`config.mk`:
```
export PLATFORM = sky130hd
export DESIGN_NAME = lbe_exec
export DESIGN_NICKNAME = d
export VERILOG_FILES = /design/src/lbe_pkg.sv /design/src/lbe_regfile.sv /design/src/lbe_exec.sv
export VERILOG_INCLUDE_DIRS = /design/src
export SDC_FILE = /design/constraint.sdc
export NUM_CORES = 2
export LEC_CHECK = 0
export ABC_AREA = 1
export BUFFER_PORTS_ARGS = -buffer_cell sky130_fd_sc_hd__buf_4
export CAP_MARGIN = 20
export CORE_MARGIN = 3
export CORE_UTILIZATION = 57
export CTS_CLUSTER_DIAMETER = 60
export DETAILED_ROUTE_END_ITERATION = 7
export HOLD_SLACK_MARGIN = 0.1
export PLACE_DENSITY = 0.74
export SLEW_MARGIN = 10
export SYNTH_ARGS = -nofsm -noshare
export SYNTH_HDL_FRONTEND = slang
export SYNTH_HIERARCHICAL = 1
export SYNTH_SLANG_ARGS = --single-unit
```
`constraint.sdc`:
```
create_clock -name core_clk -period 56.1 [get_ports core_clk]
set_input_delay 11.22 -clock core_clk [delete_from_list [all_inputs] [get_ports core_clk]]
set_output_delay 11.22 -clock core_clk [all_outputs]
set_load 0.01 [all_outputs]
```
`src/lbe_cfg.svh`:
```
/*
 constants for the logic and branch-equal execute block: opcodes,
 field positions, reset values.
 assumes it is included by its bare name wherever these are needed.
*/
`ifndef LBE_CFG_SVH
`define LBE_CFG_SVH

// ---------------------------------------------------------------
// opcodes
// ---------------------------------------------------------------
`define LBE_OP_RTYPE 6'h3A
`define LBE_OPX_AND 6'h0E
`define LBE_OP_ANDHI 6'h2C
`define LBE_OP_AND_IMMEDIATE_ZERO_EXTENDED 6'h0C
`define LBE_OP_BEQ 6'h26

// ---------------------------------------------------------------
// field positions
// ---------------------------------------------------------------
`define LBE_A_HI 31
`define LBE_A_LO 27
`define LBE_B_HI 26
`define LBE_B_LO 22
`define LBE_IMM_HI 21
`define LBE_IMM_LO 6
`define LBE_OP_HI 5
`define LBE_OP_LO 0
`define LBE_C_HI 21
`define LBE_C_LO 17
`define LBE_OPX_HI 16
`define LBE_OPX_LO 11
`define LBE_SH_HI 10
`define LBE_SH_LO 6

// ---------------------------------------------------------------
// values
// ---------------------------------------------------------------
`define LBE_PC_STEP 32'h0000_0004
`define LBE_HALF_ZERO 16'h0000
`define LBE_SH_ZERO 5'h00
`define LBE_WORD_RST 32'h0000_0000
`define LBE_IDX_RST 5'h00
`define LBE_REG_COUNT 32

`endif

```
`src/lbe_pkg.sv`:
```
/*
 types for the logic and branch-equal execute block.
 assumes nothing beyond a SystemVerilog compiler.
*/
package lbe_pkg;
   typedef enum logic [2:0] {
      LBE_IDLE = 3'b001,
      LBE_READ = 3'b010,
      LBE_EXEC = 3'b100
   } lbe_state_e;
   typedef logic [31:0] lbe_word_t;
   typedef logic [4:0] lbe_idx_t;
endpackage

```
`src/lbe_regfile.sv`:
```
/*
 general-purpose register store: two read ports with registered
 data, one write port.
 assumes a single clock and that the owner arbitrates the write port.
*/
`timescale 1ns/1ps
`default_nettype none
`include "lbe_cfg.svh"
module lbe_regfile (
   input wire logic core_clk,
   input wire logic sys_rst,
   input wire logic [4:0] rd_a_idx,
   input wire logic [4:0] rd_b_idx,
   output logic [31:0] rd_a_data,
   output logic [31:0] rd_b_data,
   input wire logic wr_en,
   input wire logic [4:0] wr_idx,
   input wire logic [31:0] wr_data
);
   logic [31:0] mem_q [`LBE_REG_COUNT];
   logic [31:0] rd_a_d;
   logic [31:0] rd_b_d;

   // ---------------------------------------------------------------
   // storage, one generate entry per register
   // ---------------------------------------------------------------
   genvar gi;
   generate
      for (gi = 0; gi < `LBE_REG_COUNT; gi++) begin : g_ent
         logic [31:0] ent_d;
         always_comb begin
            ent_d = mem_q[gi];
            if (wr_en && (wr_idx == 5'(gi))) begin
               ent_d = wr_data;
            end
         end
         always_ff @(posedge core_clk or posedge sys_rst) begin
            if (sys_rst) begin
               mem_q[gi] <= `LBE_WORD_RST;
            end else begin
               mem_q[gi] <= ent_d;
            end
         end
      end
   endgenerate

   // ---------------------------------------------------------------
   // registered read
   // ---------------------------------------------------------------
   always_comb begin
      rd_a_d = mem_q[rd_a_idx];
      rd_b_d = mem_q[rd_b_idx];
   end

   always_ff @(posedge core_clk or posedge sys_rst) begin
      if (sys_rst) begin
         rd_a_data <= `LBE_WORD_RST;
         rd_b_data <= `LBE_WORD_RST;
      end else begin
         rd_a_data <= rd_a_d;
         rd_b_data <= rd_b_d;
      end
   end
endmodule
`default_nettype wire

```
`src/lbe_exec.sv`:
```
/*
 decode and execute of register AND, AND-immediate high and low, and
 branch-if-equal, with its own register store.
 assumes instructions arrive one at a time with their program counter
 and that the caller waits for done before offering the next.
*/
// How it works
// - register AND writes first AND second source into the result register.
// - register AND is opcode 0x3a, extended 0x0e, small field zero.
// - high AND-immediate puts immediate in bits 31..16, zeros below, writes B.
// - high AND-immediate field is unsigned, never sign extended.
// - branch taken only when both sources are equal, else sequential.
// - taken target is pc plus 4 plus signed offset; else pc plus 4.
// - misaligned branch target raises an exception; AND forms never do.
// - branch-if-equal is I-type opcode 0x26 with signed offset.
`timescale 1ns/1ps
`default_nettype none
`include "lbe_cfg.svh"
module lbe_exec (
   input wire logic core_clk,
   input wire logic sys_rst,
   input wire logic instr_valid,
   input wire logic [31:0] instr_word,
   input wire logic [31:0] instr_pc,
   output logic instr_ready,
   output logic done,
   output logic [31:0] next_pc,
   output logic branch_taken,
   output logic misalign_exc,
   output logic unsupported,
   output logic wb_en,
   output logic [4:0] wb_idx,
   output logic [31:0] wb_data,
   input wire logic load_en,
   input wire logic [4:0] load_idx,
   input wire logic [31:0] load_data
);
   lbe_pkg::lbe_state_e state_q;
   lbe_pkg::lbe_state_e state_d;
   logic [31:0] word_q;
   logic [31:0] word_d;
   logic [31:0] pc_q;
   logic [31:0] pc_d;
   logic ready_d;
   logic done_d;
   logic taken_d;
   logic exc_d;
   logic unsup_d;
   logic wb_en_d;
   logic [31:0] next_pc_d;
   logic [31:0] wb_data_d;
   logic [4:0] wb_idx_d;
   logic [31:0] src_a;
   logic [31:0] src_b;
   logic [4:0] idx_a;
   logic [4:0] idx_b;
   logic [4:0] idx_c;
   logic [5:0] opcode;
   logic [5:0] opx;
   logic [15:0] sixteen_bit_immediate_field;
   logic [4:0] sh5;
   logic [31:0] seq_pc;
   logic [31:0] target;
   logic [31:0] imm_hi;
   logic [31:0] imm_lo;
   logic is_and;
   logic is_andhi;
   logic is_and_immediate_zero_extended;
   logic is_beq;
   logic rf_wr_en;
   logic [4:0] rf_wr_idx;
   logic [31:0] rf_wr_data;

   // ---------------------------------------------------------------
   // field decode
   // ---------------------------------------------------------------
   always_comb begin
      idx_a = word_q[`LBE_A_HI:`LBE_A_LO];
      idx_b = word_q[`LBE_B_HI:`LBE_B_LO];
      idx_c = word_q[`LBE_C_HI:`LBE_C_LO];
      sixteen_bit_immediate_field =
         word_q[`LBE_IMM_HI:`LBE_IMM_LO];
      opcode = word_q[`LBE_OP_HI:`LBE_OP_LO];
      opx = word_q[`LBE_OPX_HI:`LBE_OPX_LO];
      sh5 = word_q[`LBE_SH_HI:`LBE_SH_LO];
      // a nonzero small field makes the word unknown, not a plain AND
      is_and = (opcode == `LBE_OP_RTYPE) && (opx == `LBE_OPX_AND)
         && (sh5 == `LBE_SH_ZERO);
      is_andhi = (opcode == `LBE_OP_ANDHI);
      is_and_immediate_zero_extended =
         (opcode == `LBE_OP_AND_IMMEDIATE_ZERO_EXTENDED);
      is_beq = (opcode == `LBE_OP_BEQ);
      imm_hi = {sixteen_bit_immediate_field,
         `LBE_HALF_ZERO};
      imm_lo = {`LBE_HALF_ZERO, sixteen_bit_immediate_field};
      seq_pc = pc_q + `LBE_PC_STEP;
      // offset is used as printed; a producer slip in its low bits
      // surfaces as the misalignment exception, not silent rounding
      target = seq_pc + {{16{sixteen_bit_immediate_field[15]}},
         sixteen_bit_immediate_field};
   end

   // ---------------------------------------------------------------
   // sequencing and results
   // ---------------------------------------------------------------
   // ready only returns the cycle after done: the store takes the write-back
   // on the edge after done's, so an instruction taken next always reads fresh data
   always_comb begin
      state_d = state_q;
      word_d = word_q;
      pc_d = pc_q;
      ready_d = 1'b0;
      done_d = 1'b0;
      next_pc_d = next_pc;
      taken_d = branch_taken;
      exc_d = misalign_exc;
      unsup_d = unsupported;
      wb_en_d = 1'b0;
      wb_idx_d = wb_idx;
      wb_data_d = wb_data;
      case (state_q)
         lbe_pkg::LBE_IDLE: begin
            ready_d = 1'b1;
            if (instr_valid && instr_ready) begin
               word_d = instr_word;
               pc_d = instr_pc;
               ready_d = 1'b0;
               state_d = lbe_pkg::LBE_READ;
            end
         end
         lbe_pkg::LBE_READ: begin
            state_d = lbe_pkg::LBE_EXEC;
         end
         lbe_pkg::LBE_EXEC: begin
            done_d = 1'b1;
            next_pc_d = seq_pc;
            taken_d = 1'b0;
            exc_d = 1'b0;
            unsup_d = 1'b0;
            if (is_and) begin
               wb_en_d = 1'b1;
               wb_idx_d = idx_c;
               wb_data_d = src_a & src_b;
            end else if (is_andhi) begin
               wb_en_d = 1'b1;
               wb_idx_d = idx_b;
               wb_data_d = src_a & imm_hi;
            end else if (is_and_immediate_zero_extended) begin
               wb_en_d = 1'b1;
               wb_idx_d = idx_b;
               wb_data_d = src_a & imm_lo;
            end else if (is_beq) begin
               if (src_a == src_b) begin
                  taken_d = 1'b1;
                  next_pc_d = target;
                  exc_d = (target[1:0] != 2'b00);
               end
            end else begin
               // unknown words still step to pc plus 4 so a caller
               // can skip them; nothing is written back
               unsup_d = 1'b1;
            end
            state_d = lbe_pkg::LBE_IDLE;
         end
         default: begin
            state_d = lbe_pkg::LBE_IDLE;
         end
      endcase
   end

   always_ff @(posedge core_clk or posedge sys_rst) begin
      if (sys_rst) begin
         state_q <= lbe_pkg::LBE_IDLE;
         word_q <= `LBE_WORD_RST;
         pc_q <= `LBE_WORD_RST;
         instr_ready <= 1'b0;
         done <= 1'b0;
         next_pc <= `LBE_WORD_RST;
         branch_taken <= 1'b0;
         misalign_exc <= 1'b0;
         unsupported <= 1'b0;
         wb_en <= 1'b0;
         wb_idx <= `LBE_IDX_RST;
         wb_data <= `LBE_WORD_RST;
      end else begin
         state_q <= state_d;
         word_q <= word_d;
         pc_q <= pc_d;
         instr_ready <= ready_d;
         done <= done_d;
         next_pc <= next_pc_d;
         branch_taken <= taken_d;
         misalign_exc <= exc_d;
         unsupported <= unsup_d;
         wb_en <= wb_en_d;
         wb_idx <= wb_idx_d;
         wb_data <= wb_data_d;
      end
   end

   // ---------------------------------------------------------------
   // register store access
   // ---------------------------------------------------------------
   // write-back owns the port; a load in the same cycle is dropped,
   // which keeps one writer per edge without a queue
   always_comb begin
      rf_wr_en = wb_en | load_en;
      rf_wr_idx = wb_en ? wb_idx : load_idx;
      rf_wr_data = wb_en ? wb_data : load_data;
   end

   lbe_regfile u_rf (
      .core_clk(core_clk),
      .sys_rst(sys_rst),
      .rd_a_idx(idx_a),
      .rd_b_idx(idx_b),
      .rd_a_data(src_a),
      .rd_b_data(src_b),
      .wr_en(rf_wr_en),
      .wr_idx(rf_wr_idx),
      .wr_data(rf_wr_data)
   );
endmodule
`default_nettype wire

```
==> results.yml <==
grt:
  grt_pass1_wl_um: 391500
  grt_max_degree: 187
  antenna_found_initial: 9
  track_usage_pct: 40.57
  grt_pass1_vias: 65393
  grt_overflow: 0
synthesis:
  syn_nets: 10112
  synth_flop_cell: "dfrtp_1"
  yosys_warnings: 6
  synthCells: 9934
  synth_top_area_cell: "dfrtp_1"
  netlist_area_um2: 68680
  synth.distinct_cells: 47
  avgSynthCellArea_um2: 6.913
  synth.top_cells.by_area: "dfrtp_1 (45%), nand2_1 (26%), nand3_1 (12%)"
  synth_seq_cells: 1230
  synth_edf_count: 0
  synth_top_cell_area_share_pct: 44.78
  seq_area_frac_synth_pct: 44.82
  async_reset_ff_share_pct: 100.0
timing:
  period_minus_slack_ns: 14.39
  finalSetupViolCount: 0
  finalWorstSetupSlack_ns: 41.71
  tightest_slew_ns: 1.255
  fmax_mhz: 69.49
  finalHoldViolCount: 0
  drv_slew: 0
  rsz0062_at_grt: "no"
  fin_crit_sh_pct: 25.65
  finClkSkew_ns: 0.03522
  holdWs_ns: 0.4641
  timing.setup.tns_ns: 0
  relSlewSlack_pct: 16.32
placement:
  globalplace.congestion: 0.9742
  dp.cells: 11026
  dp_hpwl_um: 134300
  place_ws_ns: 40.43
  port_buffers: 179
route:
  wl_per_cell_um: 22.90
  drcViolationCount: 0
  first_pass_iters: 7
  antenna_left: 0
  via_count: 69901
  wirelength_um: 258400
  drt_iter0_drc: 10231
  viasPerCell: 6.196
pwr:
  peakVddDrop_mv: 0.04574
  clkPwrFrac_pct: 23.7
  pwr-share-seq_pct: 32.4
  p_sw_mw: 1.836
  power_density_nw_per_um2: 53.16
  p_int_mw: 2.121
  switching_share_pct: 46.39
  leakage_nw: 36.78
  comb_power_share_pct: 43.8
  p_total_mw: 3.957
cts:
  clk_pin_slew_ns: 0.06
  cts_tree: "done"
  cts_hold_buf: 0
  clk_latency_ns: 0.79
  cts_resized: 0
  cts_setup_buffers: 0
  htreeDepth: 4
  numCtsBuffers: 138
  cts-root-buf: "clkbuf_16"
  clockBufferDepth: 3
  clkSinkCount: 1230
setup_path:
  worstPathArrival_ns: 15.33
  path_max_fanout: 168
  path_cells: "buf_4 > inv_8 > buf_4 > buf_4 > buf_12 > buf_4 > buf_16"
  slowest_stage: "buf_4"
  crit_buf_inv: 7
  end_kind: "async pin"
  path_class: "in -> async"
  cp.required_ns: 57.04
  cp_top_family: "buffers and inverters"
  crit_path_frequent_cell: "buf_4"
  slowest_delay_ns: 0.81
  crit_path_start_kind: "input pin"
die:
  start_util_pct: 57.78
  core.rowCount: 126
  core_area_um2: 118900
  die_x_um: 353.1
  die_area_um2: 124700
  io_pins: 180
  die_h_um: 353.1
cells_and_area:
  final_cell_mix: "nand2_1 (4662), nand3_1 (1609), dfrtp_1 (1218)"
  drive_gt1_share_pct: 6.304
  fillers: 10815
  multi_input_area_um2: 33960
  fin_cells: 11281
  regArea_um2: 30810
  synthToLayoutAreaGrowth_pct: 8.377
  nets: 9751
  final_common_cell: "nand2_1"
run_status:
  outcome: "complete, no violations"
run:
  drv_cap: 0
min_path:
  hold_path_class: "reg -> reg"
[per-layer routing]
layer / vias to the layer above / global-route usage (%) / wire length (µm)
li1: 31340 / - / -
met1: 32613 / 53.78 / 96520
met2: 4975 / 60.14 / 109000
met3: 959 / 12.28 / 38250
met4: 14 / 20.94 / 14310
met5: - / 1.038 / 265
[per-stage QoR]
step | cell area [µm²] | util, %
finish | 74430 | 62.62
global route | 74420 | 62.61
global placement | 69590 | 58.54
floorplan | 68680 | -
CTS | 74260 | 62.48
detailed placement | 69590 | 58.54
[cell families after synthesis]
logic type / synth area share (%)
AND/OR/NAND/NOR: 38.86
flip-flops: 44.82
AO/OA/AOI/OAI: 8.559
buffers and inverters: 6.058
adder cells (fa/ha/maj): 1.341
XOR/XNOR: 0.3680
[registers in the layout, indices dropped and copies added, names as in the netlist]
name / cells
u_rf/rd_b_data: 32
done: 1
next_pc: 32
branch_taken: 1
wb_en: 1
word_q: 32
u_rf/rd_a_data: 32
instr_ready: 1
u_rf/mem_q: 1024
wb_idx: 5
pc_q: 32
unsupported: 1
state_q: 3
misalign_exc: 1
wb_data: 32
[layout make-up]
cell class	instances	share of cell area [%]
multi-input combinational	7741	45.63
inverter	197	1.071
tap	1600	2.690
clock inverter	48	0.7800
timing repair buffer	265	2.912
clock buffer	195	5.502
sequential	1230	41.40
antenna	5	0.01681
[power by group through the flow]
stage,sequential [mW],clock (mW),combinational [mW]
finish,1.28,0.940,1.73
global route,1.30,0.983,1.88
CTS,1.27,0.947,1.67
detailed placement,1.28,0,1.66
global placement,1.28,0,1.63
floorplan,1.21,0,1.21
[cell usage after synthesis (11+ instances only)]
cell type	number
nand3_1	1615
ha_1	72
o21ai_0	945
buf_4	61
buf_1	44
inv_1	179
o21ai_1	135
inv_2	16
nand2_2	33
clkbuf_1	435
buf_2	221
xor2_1	20
nor2_2	11
o211ai_1	11
nor2_1	109
nand2_1	4667
a21oi_1	45
dfrtp_1	1229
[worst paths after layout]
| kind | from | slack (ns) | endpoint | cells after the start |
|---|---|---|---|---|
| max | sys_rst | 41.71 | u_rf/mem_q[170] | 7 |
| min in group asynchronous | sys_rst | 10.58 | pc_q[0] | 2 |
| min reg2reg | state_q[2] | 0.46 | state_q[2] | 1 |
| max in group core_clk | load_idx[4] | 42.59 | u_rf/mem_q[997] | 6 |
| min | state_q[2] | 0.46 | state_q[2] | 1 |
| max reg2reg | word_q[22] | 51.64 | u_rf/rd_b_data[24] | 11 |
No activity file was read; power rests on OpenSTA's default activity.
